`src/fws_pkg.sv`:
```
/*
 Constants for the flash write-status host controller: register map,
 command codes, status bit positions and flash pin timing.
 Assumes a 50 MHz mclk and a 16-bit asynchronous NOR flash bus.
*/
// What this block does
// - Two back-to-back reads; no change means done
// - Toggling: check limit flag, recheck, else failure
// - Resumed monitoring restarts the whole procedure; the code stays in P_SECOND and compares each new read with the last
// - After limit failure host issues reset command
// - Under 50 us spacing host may skip timer
// - Confirm acceptance, check timer before and after
// - Status reads use a valid sector address
// - Status reads address the busy bank
package fws_pkg;
   // ==========================================================
   // Register map (byte offsets)
   localparam logic [7:0] REG_CTRL = 8'h00;
   localparam logic [7:0] REG_ADDR = 8'h04;
   localparam logic [7:0] REG_WDATA = 8'h08;
   localparam logic [7:0] REG_STATUS = 8'h0C;
   localparam logic [7:0] REG_RDATA = 8'h10;
   // CTRL command codes in bits 2:0, write of nonzero starts when idle
   localparam logic [2:0] CMD_NONE = 3'h0;
   localparam logic [2:0] CMD_WRITE = 3'h1;
   localparam logic [2:0] CMD_READ = 3'h2;
   localparam logic [2:0] CMD_POLL = 3'h3;
   localparam logic [2:0] CMD_TIMER = 3'h4;
   // Status bit positions
   localparam int ST_BUSY = 0;
   localparam int ST_DONE = 1;
   localparam int ST_FAIL = 2;
   localparam int ST_TIMER = 3;
   localparam int ST_RDY = 4;
   localparam int ST_SECT = 5;
   // Flash data bus bit positions
   localparam int BIT_SECT = 2;
   localparam int BIT_TIMER = 3;
   localparam int BIT_LIMIT = 5;
   localparam int BIT_BUSY = 6;
   // Widths
   localparam int AW = 22;
   localparam int DW = 16;
   // ==========================================================
   // Timing
   localparam int CLK_NS = 20;
   localparam int T_ACC_NS = 90;
   localparam int T_WP_NS = 35;
   localparam int ACC_CYC = (T_ACC_NS + CLK_NS - 1) / CLK_NS;
   localparam int WP_CYC = (T_WP_NS + CLK_NS - 1) / CLK_NS;
   localparam logic [3:0] ACC_CNT = 4'(ACC_CYC);
   localparam logic [3:0] WP_CNT = 4'(WP_CYC);
   localparam logic [3:0] REC_CNT = 4'h2;
   localparam logic [3:0] SYNC_CNT = 4'h2;
   // Data word of the reset command
   localparam logic [15:0] RESET_DATA = 16'h00F0;
   // Bus op kinds
   typedef enum logic [1:0] {
      OP_RD = 2'h0,
      OP_WR = 2'h1
   } fws_op_t;
endpackage : fws_pkg
```
`src/fws_cyc_if.sv`:
```
/*
 Request and answer path between the controller and its cycle engine.
 Assumes a single mclk domain.
*/
`timescale 1ns/100ps
interface fws_cyc_if;
   logic req;
   logic wr;
   logic [fws_pkg::AW-1:0] addr;
   logic [fws_pkg::DW-1:0] wdata;
   logic done;
   logic [fws_pkg::DW-1:0] rdata;
   modport ctl (output req, wr, addr, wdata, input done, rdata);
   modport eng (input req, wr, addr, wdata, output done, rdata);
endinterface : fws_cyc_if

```
`src/fws_cycle.sv`:
```
/*
 Flash asynchronous bus cycle engine: one read or write per request.
 Each read is a full chip-enable/output-enable cycle so toggle bits
 advance. Assumes the flash answers within the access time.
*/
`timescale 1ns/100ps
module fws_cycle (
   // Clock and reset
   input wire logic mclk,
   input wire logic rst,
   // Request side
   fws_cyc_if.eng cyc,
   // Flash pins
   output logic ceN,
   output logic oeN,
   output logic weN,
   output logic [fws_pkg::AW-1:0] flAddr,
   output logic [fws_pkg::DW-1:0] dqOut,
   output logic dqOe,
   input wire logic [fws_pkg::DW-1:0] dqSync
);
   typedef enum logic [3:0] {
      S_IDLE = 4'b0001,
      S_ACT = 4'b0010,
      S_REC = 4'b0100,
      S_FIN = 4'b1000
   } fws_cst_t;
   fws_cst_t st_ff, nxt_st;
   logic [3:0] cnt_ff, nxt_cnt;
   logic wr_ff, nxt_wr;
   logic ceN_ff, nxt_ceN, oeN_ff, nxt_oeN, weN_ff, nxt_weN;
   logic dqOe_ff, nxt_dqOe, done_ff, nxt_done;
   logic [fws_pkg::AW-1:0] a_ff, nxt_a;
   logic [fws_pkg::DW-1:0] d_ff, nxt_d, r_ff, nxt_r;

   always_comb begin
      nxt_st = st_ff;
      nxt_cnt = cnt_ff;
      nxt_wr = wr_ff;
      nxt_ceN = ceN_ff;
      nxt_oeN = oeN_ff;
      nxt_weN = weN_ff;
      nxt_dqOe = dqOe_ff;
      nxt_done = 1'b0;
      nxt_a = a_ff;
      nxt_d = d_ff;
      nxt_r = r_ff;
      unique case (st_ff)
         S_IDLE: begin
            if (cyc.req) begin
               nxt_st = S_ACT;
               nxt_wr = cyc.wr;
               nxt_a = cyc.addr;
               nxt_d = cyc.wdata;
               nxt_ceN = 1'b0;
               nxt_oeN = cyc.wr;
               nxt_weN = !cyc.wr;
               nxt_dqOe = cyc.wr;
               // Sync adds two cycles to read latency
               nxt_cnt = cyc.wr ? fws_pkg::WP_CNT
                  : fws_pkg::ACC_CNT + fws_pkg::SYNC_CNT;
            end
         end
         S_ACT: begin
            if (cnt_ff != 4'h0) begin
               nxt_cnt = cnt_ff - 4'h1;
            end else begin
               // Raising all enables ends the read or write cycle; read data is captured here
               nxt_r = dqSync;
               nxt_ceN = 1'b1;
               nxt_oeN = 1'b1;
               nxt_weN = 1'b1;
               nxt_cnt = fws_pkg::REC_CNT;
               nxt_st = S_REC;
            end
         end
         S_REC: begin
            nxt_dqOe = 1'b0;
            if (cnt_ff != 4'h0) begin
               nxt_cnt = cnt_ff - 4'h1;
            end else begin
               nxt_done = 1'b1;
               nxt_st = S_FIN;
            end
         end
         S_FIN: begin
            nxt_st = S_IDLE;
         end
      endcase
   end

   always_ff @(posedge mclk or posedge rst) begin
      if (rst) begin
         st_ff <= S_IDLE;
         cnt_ff <= 4'h0;
         wr_ff <= 1'b0;
         ceN_ff <= 1'b1;
         oeN_ff <= 1'b1;
         weN_ff <= 1'b1;
         dqOe_ff <= 1'b0;
         done_ff <= 1'b0;
         a_ff <= '0;
         d_ff <= '0;
         r_ff <= '0;
      end else begin
         st_ff <= nxt_st;
         cnt_ff <= nxt_cnt;
         wr_ff <= nxt_wr;
         ceN_ff <= nxt_ceN;
         oeN_ff <= nxt_oeN;
         weN_ff <= nxt_weN;
         dqOe_ff <= nxt_dqOe;
         done_ff <= nxt_done;
         a_ff <= nxt_a;
         d_ff <= nxt_d;
         r_ff <= nxt_r;
      end
   end

   assign cyc.done = done_ff;
   assign cyc.rdata = r_ff;
   assign ceN = ceN_ff;
   assign oeN = oeN_ff;
   assign weN = weN_ff;
   assign flAddr = a_ff;
   assign dqOut = d_ff;
   assign dqOe = dqOe_ff;
endmodule : fws_cycle

```
`src/fws_host.sv`:
```
/*
 Host controller for NOR flash write-status polling, AXI4-Lite slave.
 Software writes ADDR/WDATA then CTRL; STATUS reports result.
 Assumes the flash bank under test is addressed by ADDR.
*/
`timescale 1ns/100ps
module fws_host (
   // Clock and reset
   input wire logic mclk,
   input wire logic rst,
   // AXI4-Lite write
   input wire logic [7:0] s_axi_awaddr,
   input wire logic s_axi_awvalid,
   output logic s_axi_awready,
   input wire logic [31:0] s_axi_wdata,
   input wire logic [3:0] s_axi_wstrb,
   input wire logic s_axi_wvalid,
   output logic s_axi_wready,
   output logic [1:0] s_axi_bresp,
   output logic s_axi_bvalid,
   input wire logic s_axi_bready,
   // AXI4-Lite read
   input wire logic [7:0] s_axi_araddr,
   input wire logic s_axi_arvalid,
   output logic s_axi_arready,
   output logic [31:0] s_axi_rdata,
   output logic [1:0] s_axi_rresp,
   output logic s_axi_rvalid,
   input wire logic s_axi_rready,
   // Flash pins
   output logic flCeN,
   output logic flOeN,
   output logic flWeN,
   output logic [fws_pkg::AW-1:0] flAddr,
   output logic [fws_pkg::DW-1:0] dataBusOut,
   output logic dataBusOe,
   input wire logic [fws_pkg::DW-1:0] dataBusIn,
   input wire logic readyBusyN
);
   // ==========================================================
   // Pin synchronisers
   logic [fws_pkg::DW-1:0] dqS1_ff, dqS2_ff;
   logic rbS1_ff, rbS2_ff;
   always_ff @(posedge mclk or posedge rst) begin
      if (rst) begin
         dqS1_ff <= '0;
         dqS2_ff <= '0;
         rbS1_ff <= 1'b0;
         rbS2_ff <= 1'b0;
      end else begin
         dqS1_ff <= dataBusIn;
         dqS2_ff <= dqS1_ff;
         rbS1_ff <= readyBusyN;
         rbS2_ff <= rbS1_ff;
      end
   end

   fws_cyc_if cyc ();
   logic ceN, oeN, weN, dqOe;
   logic [fws_pkg::AW-1:0] pinA;
   logic [fws_pkg::DW-1:0] dqO;
   fws_cycle u_cycle (
      .mclk(mclk),
      .rst(rst),
      .cyc(cyc.eng),
      .ceN(ceN),
      .oeN(oeN),
      .weN(weN),
      .flAddr(pinA),
      .dqOut(dqO),
      .dqOe(dqOe),
      .dqSync(dqS2_ff)
   );

   // ==========================================================
   // Sequencer
   typedef enum logic [5:0] {
      P_IDLE = 6'b000001,
      P_CYC = 6'b000010,
      P_FIRST = 6'b000100,
      P_SECOND = 6'b001000,
      P_LIMIT = 6'b010000,
      P_RECHK = 6'b100000
   } fws_pst_t;
   fws_pst_t st_ff, nxt_st;
   logic [2:0] cmd_ff, nxt_cmd;
   logic [fws_pkg::AW-1:0] addr_ff, nxt_addr;
   logic [fws_pkg::DW-1:0] wd_ff, nxt_wd, rd_ff, nxt_rd, prev_ff, nxt_prev;
   logic busy_ff, nxt_busy, done_ff, nxt_done, fail_ff, nxt_fail;
   logic tmr_ff, nxt_tmr, sect_ff, nxt_sect;
   logic req_ff, nxt_req;
   logic start;
   logic [2:0] startCmd;
   logic [fws_pkg::DW-1:0] diff;

   assign diff = cyc.rdata ^ prev_ff;

   always_comb begin
      nxt_st = st_ff;
      nxt_cmd = cmd_ff;
      nxt_wd = wd_ff;
      nxt_rd = rd_ff;
      nxt_prev = prev_ff;
      nxt_busy = busy_ff;
      nxt_done = done_ff;
      nxt_fail = fail_ff;
      nxt_tmr = tmr_ff;
      nxt_sect = sect_ff;
      nxt_req = 1'b0;
      unique case (st_ff)
         P_IDLE: begin
            if (start && startCmd != fws_pkg::CMD_NONE) begin
               nxt_cmd = startCmd;
               nxt_busy = 1'b1;
               nxt_done = 1'b0;
               nxt_fail = 1'b0;
               nxt_req = 1'b1;
               // Poll always begins from the first read
               nxt_st = (startCmd == fws_pkg::CMD_POLL) ? P_FIRST : P_CYC;
            end
         end
         P_CYC: begin
            if (cyc.done) begin
               nxt_rd = cyc.rdata;
               if (cmd_ff == fws_pkg::CMD_TIMER) begin
                  // Latch the timer bit from this single status read
                  nxt_tmr = cyc.rdata[fws_pkg::BIT_TIMER];
               end
               nxt_busy = 1'b0;
               nxt_done = 1'b1;
               nxt_st = P_IDLE;
            end
         end
         P_FIRST: begin
            if (cyc.done) begin
               nxt_prev = cyc.rdata;
               nxt_req = 1'b1;
               nxt_st = P_SECOND;
            end
         end
         P_SECOND: begin
            if (cyc.done) begin
               nxt_rd = cyc.rdata;
               nxt_sect = diff[fws_pkg::BIT_SECT];
               if (!diff[fws_pkg::BIT_BUSY]) begin
                  // Stopped toggling: complete
                  nxt_busy = 1'b0;
                  nxt_done = 1'b1;
                  nxt_st = P_IDLE;
               end else if (cyc.rdata[fws_pkg::BIT_LIMIT]) begin
                  // Limit high: recheck toggling
                  nxt_prev = cyc.rdata;
                  nxt_req = 1'b1;
                  nxt_st = P_LIMIT;
               end else begin
                  nxt_prev = cyc.rdata;
                  nxt_req = 1'b1;
               end
            end
         end
         P_LIMIT: begin
            if (cyc.done) begin
               nxt_rd = cyc.rdata;
               if (diff[fws_pkg::BIT_BUSY]) begin
                  // Failure: write reset command
                  nxt_fail = 1'b1;
                  nxt_cmd = fws_pkg::CMD_WRITE;
                  nxt_wd = fws_pkg::RESET_DATA;
                  nxt_req = 1'b1;
                  nxt_st = P_RECHK;
               end else begin
                  nxt_busy = 1'b0;
                  nxt_done = 1'b1;
                  nxt_st = P_IDLE;
               end
            end
         end
         P_RECHK: begin
            if (cyc.done) begin
               nxt_busy = 1'b0;
               nxt_done = 1'b1;
               nxt_st = P_IDLE;
            end
         end
         default: nxt_st = P_IDLE;
      endcase
   end

   always_ff @(posedge mclk or posedge rst) begin
      if (rst) begin
         st_ff <= P_IDLE;
         cmd_ff <= fws_pkg::CMD_NONE;
         rd_ff <= '0;
         prev_ff <= '0;
         busy_ff <= 1'b0;
         done_ff <= 1'b0;
         fail_ff <= 1'b0;
         tmr_ff <= 1'b0;
         sect_ff <= 1'b0;
         req_ff <= 1'b0;
      end else begin
         st_ff <= nxt_st;
         cmd_ff <= nxt_cmd;
         rd_ff <= nxt_rd;
         prev_ff <= nxt_prev;
         busy_ff <= nxt_busy;
         done_ff <= nxt_done;
         fail_ff <= nxt_fail;
         tmr_ff <= nxt_tmr;
         sect_ff <= nxt_sect;
         req_ff <= nxt_req;
      end
   end

   // Status reads target the software address
   assign cyc.req = req_ff;
   assign cyc.wr = (cmd_ff == fws_pkg::CMD_WRITE);
   assign cyc.addr = addr_ff;
   assign cyc.wdata = wd_ff;

   // ==========================================================
   // AXI4-Lite slave
   logic awOk_ff, nxt_awOk, wOk_ff, nxt_wOk, bv_ff, nxt_bv;
   logic [7:0] awA_ff, nxt_awA;
   logic [31:0] wD_ff, nxt_wD;
   logic [1:0] bresp_ff, nxt_bresp;
   logic rv_ff, nxt_rv;
   logic [31:0] rdat_ff, nxt_rdat;
   logic [1:0] rresp_ff, nxt_rresp;
   logic doWr;

   assign doWr = awOk_ff && wOk_ff && !bv_ff;
   assign start = doWr && awA_ff == fws_pkg::REG_CTRL && wD_ff[0 +: 3] != 3'h0;
   assign startCmd = wD_ff[2:0];

   always_comb begin
      nxt_awOk = awOk_ff;
      nxt_wOk = wOk_ff;
      nxt_awA = awA_ff;
      nxt_wD = wD_ff;
      nxt_bv = bv_ff;
      nxt_bresp = bresp_ff;
      nxt_addr = addr_ff;
      nxt_rv = rv_ff;
      nxt_rdat = rdat_ff;
      nxt_rresp = rresp_ff;
      if (s_axi_awvalid && !awOk_ff) begin
         nxt_awOk = 1'b1;
         nxt_awA = s_axi_awaddr;
      end
      if (s_axi_wvalid && !wOk_ff) begin
         nxt_wOk = 1'b1;
         nxt_wD = s_axi_wdata;
      end
      if (doWr) begin
         nxt_awOk = 1'b0;
         nxt_wOk = 1'b0;
         nxt_bv = 1'b1;
         nxt_bresp = 2'h0;
         unique case (awA_ff)
            fws_pkg::REG_ADDR: nxt_addr = wD_ff[fws_pkg::AW-1:0];
            fws_pkg::REG_CTRL: nxt_bresp = busy_ff ? 2'h2 : 2'h0;
            fws_pkg::REG_WDATA, fws_pkg::REG_STATUS, fws_pkg::REG_RDATA: ;
            default: nxt_bresp = 2'h2;
         endcase
      end
      if (bv_ff && s_axi_bready) nxt_bv = 1'b0;
      if (s_axi_arvalid && !rv_ff) begin
         nxt_rv = 1'b1;
         nxt_rresp = 2'h0;
         unique case (s_axi_araddr)
            fws_pkg::REG_CTRL: nxt_rdat = {29'h0, cmd_ff};
            fws_pkg::REG_ADDR: nxt_rdat = {10'h0, addr_ff};
            fws_pkg::REG_WDATA: nxt_rdat = {16'h0, wd_ff};
            fws_pkg::REG_STATUS: nxt_rdat = {26'h0, sect_ff, rbS2_ff,
               tmr_ff, fail_ff, done_ff, busy_ff};
            fws_pkg::REG_RDATA: nxt_rdat = {16'h0, rd_ff};
            default: begin
               nxt_rdat = 32'h0;
               nxt_rresp = 2'h2;
            end
         endcase
      end else if (rv_ff && s_axi_rready) begin
         nxt_rv = 1'b0;
      end
   end

   // WDATA writes go through the write path below
   logic [fws_pkg::DW-1:0] wdReg;
   assign wdReg = (doWr && awA_ff == fws_pkg::REG_WDATA) ?
      wD_ff[fws_pkg::DW-1:0] : nxt_wd;

   always_ff @(posedge mclk or posedge rst) begin
      if (rst) begin
         awOk_ff <= 1'b0;
         wOk_ff <= 1'b0;
         awA_ff <= 8'h00;
         wD_ff <= 32'h0;
         bv_ff <= 1'b0;
         bresp_ff <= 2'h0;
         addr_ff <= '0;
         wd_ff <= '0;
         rv_ff <= 1'b0;
         rdat_ff <= 32'h0;
         rresp_ff <= 2'h0;
      end else begin
         awOk_ff <= nxt_awOk;
         wOk_ff <= nxt_wOk;
         awA_ff <= nxt_awA;
         wD_ff <= nxt_wD;
         bv_ff <= nxt_bv;
         bresp_ff <= nxt_bresp;
         addr_ff <= nxt_addr;
         wd_ff <= wdReg;
         rv_ff <= nxt_rv;
         rdat_ff <= nxt_rdat;
         rresp_ff <= nxt_rresp;
      end
   end

   assign s_axi_awready = !awOk_ff;
   assign s_axi_wready = !wOk_ff;
   assign s_axi_bvalid = bv_ff;
   assign s_axi_bresp = bresp_ff;
   assign s_axi_arready = !rv_ff;
   assign s_axi_rvalid = rv_ff;
   assign s_axi_rdata = rdat_ff;
   assign s_axi_rresp = rresp_ff;
   assign flCeN = ceN;
   assign flOeN = oeN;
   assign flWeN = weN;
   assign flAddr = pinA;
   assign dataBusOut = dqO;
   assign dataBusOe = dqOe;
endmodule : fws_host

```
`config.mk`:
```
export PLATFORM = sky130hd
export DESIGN_NAME = fws_host
export DESIGN_NICKNAME = d
export VERILOG_FILES = /design/src/fws_pkg.sv /design/src/fws_cyc_if.sv /design/src/fws_cycle.sv /design/src/fws_host.sv
export SDC_FILE = /design/constraint.sdc
export NUM_CORES = 1
export LEC_CHECK = 0
export BUFFER_PORTS_ARGS = -buffer_cell sky130_fd_sc_hd__buf_2
export CAP_MARGIN = 10
export CORE_MARGIN = 4
export CORE_UTILIZATION = 50
export DETAILED_ROUTE_END_ITERATION = 7
export PLACE_DENSITY_LB_ADDON = 0.05
export SLEW_MARGIN = 30
export SYNTH_ARGS = -nofsm -noshare
export SYNTH_HDL_FRONTEND = slang
export SYNTH_SLANG_ARGS = --single-unit
```
`constraint.sdc`:
```
create_clock -name mclk -period 9.7 [get_ports mclk]
set_clock_uncertainty 0.15 [all_clocks]
set_input_delay 1.94 -clock mclk [delete_from_list [all_inputs] [get_ports mclk]]
set_output_delay 1.94 -clock mclk [all_outputs]
set_load 0.01 [all_outputs]
```
* Word-level counts from Yosys, hierarchy flattened
Index checks and enable logic that the tools add are counted.
** Storage, ports and cells
- Logic and storage cells :: 197
- Input port bits :: 76
- Output and inout bits :: 83
- Register bits :: 247
** Cells by class
- Multiplexer cells :: 71
- Reductions and logical operators :: 53
- Bitwise operators :: 2
- Eq/ne operators :: 35
- Add/subtract/negate cells :: 1
** Operators by type and width (count)
- $pmux W22 S5 :: 1
- $mux W16 :: 4
- $mux W6 :: 8
- $eq A8 B4 Y1 const B :: 4
- $pmux W6 S5 :: 1
- $mux W1 :: 28
- $mux W4 :: 6
- $reduce_bool A2 Y1 :: 11
- $mux W7 :: 3
- $eq A8 B3 Y1 const B :: 2
- $eq A8 B5 Y1 const B :: 2
- $logic_not A8 Y1 :: 2
- $pmux W4 S4 :: 1
- $mux W3 :: 5
- $reduce_and A3 Y1 :: 5
- $ne A2 B2 Y1 const B :: 7
- $pmux W7 S2 :: 1
- $ne A2 B1 Y1 const B :: 6
- $pmux W4 S3 :: 1
- $reduce_and A2 Y1 :: 6
- $logic_and A1 B1 Y1 :: 11
- $pmux W1 S2 :: 5
- $pmux W1 S3 :: 3
- $reduce_bool A3 Y1 :: 3
- other kinds (29) :: 36

* Longest topological paths before layout
- Word-level depth :: 7
- Mapped depth :: 7
- Depth with buffers taken out :: 7

* By module
From an unflattened synthesis, not the netlist that was laid out.
** Second synthesis, totals
- Cell total of the unflattened synthesis :: 734
- Area total of the unflattened synthesis :: 9379.0 sq um
** By module, submodules not included
- fws_host :: area each 6516.2 sq um, times used 1, cells an instance 464, seq. area each 4080.2 sq um
- fws_cycle :: area each 2862.7 sq um, times used 1, cells an instance 270, seq. area each 1681.6 sq um

* Least setup slack after synthesis
No wires, ideal clock.
- Path kind :: in2reg
- Start :: input s_axi_araddr[1]
- End :: register rdat_ff[11], in the netlist s_axi_rdata[11]
- Slack :: 6.234 ns
- Path buffers :: 1
- Stages :: 5
- Library setup time :: 0.065 ns
- Data arrival time :: 3.250 ns
- Data required time :: 9.485 ns
- Cell sequence :: or4_4 -> or3_1 -> buf_2 -> o21ai_0 -> a22o_1
** Between the ends
- Longest elaborated chain between the ends :: 2
- Elaborated cells on any way between the ends :: 6
- Classes of those cells :: 4 x eq/ne; 1 x mux; 1 x reduce/logical
** RTL lines
- start: declaration :: RTL line fws_host.sv:23 : input wire logic [7:0] s_axi_araddr,
- $eq A8 B5 Y1 (tied with other cells) :: RTL line fws_host.sv:271 : unique case (s_axi_araddr)
- $pmux W22 S5 (*) :: RTL line fws_host.sv:271
- end signal: assignment :: RTL line fws_host.sv:316 : rdat_ff <= nxt_rdat;
- end: declaration :: RTL line fws_host.sv:228 : logic [31:0] rdat_ff, nxt_rdat;
Every way passes the cells marked *; elsewhere a longest branch is shown, timed or not.
A chain may end at the register's enable or synchronous reset.

* Final worst setup path
- Start :: input s_axi_araddr[1]
- End :: register rdat_ff[19], in the netlist s_axi_rdata[19]
The elaborated chain is that of the path after synthesis.

==> metrics.md <==
| Metric | Value |
|---|---|
| Status | `complete, no violations` |
| Routed length per instance | `19.6 um` |
| Gr usage total | `0.200` |
| Critical Path Source Type | `input pin` |
| Mapped Cells | `672` |
| Clk buf depth | `3` |
| CP Capture Type | `flip-flop` |
| Most numerous cell in the Yosys netlist | `dfrtp_1` |
| Post_cts resized | `0` |
| Root Driver | `clkbuf_16` |
| I/O Buffers | `approximately 130` |
| Ratio of cells with drive above 1 in the final layout | `0.409` |
| Setup CP Type | `input pin to flip-flop` |
| Clk network pwr share | `0.326` |
| Max cap viols | `0` |
| Seq cells post-synth | `230` |
| Area occupied by multi-input gates | `3230 sq um` |
| Top cell type's share of synthesized area | `0.607` |
| Area Overhead vs Synth | `16.7%` |
| Depth of the CTS H-tree | `1` |
| Sw power | `between 700 and 800 uW` |
| Most used DFF post-synth | `dfrtp_1` |
| Die Width | `144 um` |
| CP Data Arrival Time | `3890 ps` |
| Final WL | `20.4 mm` |
| Hold_buf cts | `0` |
| Worst skew pair latency | `500 ps` |
| Slew HR | `0.362` |
| # placed instances | `~1,000` |
| Sequential Power Share | `0.494` |
| Via/cell ratio | `5.51` |
| Power Internal | `1940 uW` |
| Total CTS buffers | `24` |
| Number of global-route vias before repair | `between 6,000 and 7,000` |
| Combinational Power Share | `0.181` |
| Max Fclk | `roughly 280 MHz` |
| Die area | `20,800 sq um` |
| Sw Share | `0.280` |
| I/O pins | `159` |
| Via count | `between 5,000 and 6,000` |
| Synth cell types | `70` |
| Dominant cell type by area after synthesis | `dfrtp_1` |
| Async S/R FF share, synth | `1.00` |
| Top cells by area, synth | `dfrtp_1 (61%), mux2_2 (15%), a22o_1 (3.5%)` |
| Worst slew pin tran | `955 ps` |
| Final period util | `0.372` |
| CTS Sinks | `230` |
| Total power | `between 2000 and 3000 uW` |
| Largest net degree at the start of global routing | `150` |
| Global-route wire length before repair | `32.8 mm` |
| RSZ-0062 raised after global routing | `false` |
| Antenna-violating nets left | `0` |
| Gpl congestion | `0.803` |
| Critical Path Fanout Max | `11` |
| Clock slew at reported path FFs | `60 ps` |
| Nets@finish | `875` |
| Worst EP required | `roughly 10000 ps` |
| Final hold violation count | `0` |
| Fillers | `1,461` |
| Initial Utilization | `0.513` |
| Slew Viols, Final | `0` |
| Avg Inst Size Synth | `13.8 sq um` |
| Register Area | `5760 sq um` |
| Worst vdd ir | `~0.16 mV` |
| DR pass1 iterations | `4` |
| Register area share after synthesis | `0.621` |
| Post-CTS Setup Inserts | `0` |
| Initial drt markers | `roughly 280` |
| Number of cell rows | `49` |
| Residual DRC | `0` |
| Final setup fails | `0` |
| Hold WC Path Type | `flip-flop to flip-flop` |
| CTS tree | `yes` |
| Die Y | `144 um` |
| Post-synth top cells | `dfrtp_1 (225), mux2_2 (127), a22o_1 (37)` |
| Hold slack | `~200 ps` |
| Setup TNS | `0 ps` |
| Final cell count without fillers | `1,042` |
| P per Cell Area | `249 nW/um^2` |
| Core Region | `18,100 sq um` |
| Period minus WS final | `3600 ps` |
| DP Wirelength | `13.8 mm` |
| Number of synthesized flops with an enable pin | `0` |
| Total grt overflow | `0` |
| Leakage | `about 0.0053 uW` |
| Mapped Area | `between 9000 and 10,000 sq um` |
| Warnings, synthesis | `0` |
| Initial antenna violation count | `0` |
## power by group through the flow
stage / sequential (uW) / combinational [uW] / clock (uW)
after CTS: 1330 / 493 / 899
after floorplan: 1270 / 404 / 0
after global routing: 1360 / 547 / 944
final: 1330 / 486 / 877
after detailed placement: 1350 / 491 / 0
after global placement: 1330 / 470 / 0
## worst max-delay path, stage by stage
cell and delay (ps):
buf_2 100, or4_4 560, or3_1 560, nor2_1 510, a22o_1 210
## layer usage
layer	vias to the layer above	track usage	wire length (um)
li1	2652	-	-
met1	2935	0.272	8840
met2	134	0.341	10200
met3	24	0.0317	1100
met4	0	0.0447	250
met5	-	0	0
## cell families (layout without fill, tap and decap cells)
family                   after synthesis  count (layout)  synth area share
adder cells (fa/ha/maj)                2               2           0.00270
multiplexers                         137             137             0.165
XOR/XNOR                               6               6           0.00567
other                                  1              13          0.000404
flip-flops                           230             230             0.621
buffers and inverters                 64             193            0.0375
AND/OR/NAND/NOR                      114             114            0.0717
AO/OA/AOI/OAI                        118             118            0.0955
## layout make-up
cell class | count | area share
inverter | 15 | 0.00636
tap | 229 | 0.0265
clock buffer | 37 | 0.0685
antenna | 1 | 0.000231
clock inverter | 4 | 0.00208
timing repair buffer | 137 | 0.0649
sequential | 230 | 0.533
multi-input combinational | 389 | 0.299
## cells in the final DEF (no fill, tap or decap), types with 3 or more instances in the layout
cell type	synthesis	final
o22a_2	4	4
o21ai_1	4	4
dfrtp_1	225	225
nor3b_1	4	3
xnor2_1	5	5
mux2_2	127	127
nand2b_1	4	4
o21a_1	6	6
clkbuf_8	1	7
a21oi_1	6	6
nor3_1	5	5
inv_1	15	14
and3_1	3	3
conb_1	1	12
a22oi_1	13	13
a22o_1	37	37
clkbuf_16	0	25
o21ai_0	24	24
o22ai_1	3	3
buf_4	14	4
nand2_1	26	25
nand3_1	8	8
nor2b_1	8	6
clkbuf_1	13	5
mux2i_1	10	10
nor2_1	25	25
nor4b_1	3	3
dfstp_2	5	5
clkinv_2	0	3
buf_2	18	132
## sequential cells by signal (all words and copies together), names as in the netlist, 6 cells and up
name,cells
s_axi_rdata,22
u_cycle.dqOut,16
dqS2_ff,16
rd_ff,16
u_cycle.cyc.rdata,16
st_ff,6
addr_ff,22
u_cycle.flAddr,22
dqS1_ff,16
cyc.wdata,16
awA_ff,8
wD_ff,22
## final timing paths
path	from	endpoint	slack [ps]	depth (start not counted)
worst max-delay path	s_axi_araddr[1]	s_axi_rdata[19]	6100	5
worst min-delay path	dqS1_ff[3]	dqS2_ff[3]	200	0
worst max register to register	st_ff[1]	done_ff	7480	5
worst min register to register	dqS1_ff[3]	dqS2_ff[3]	200	0
max in group asynchronous	rst	u_cycle.cnt_ff[1]	6820	3
min in group asynchronous	rst	u_cycle.flAddr[16]	1370	2
## stage by stage
step	area, sq um	setup slack, ps	util
3_5_place_dp	10000	5600	0.555
4_1_cts	10800	6100	0.597
6_report	10800	6100	0.598
3_3_place_gp	10000	5600	0.554
2_1_floorplan	9310	1310	-
5_1_grt	10800	6020	0.598
(Power assumes the default switching activity.)
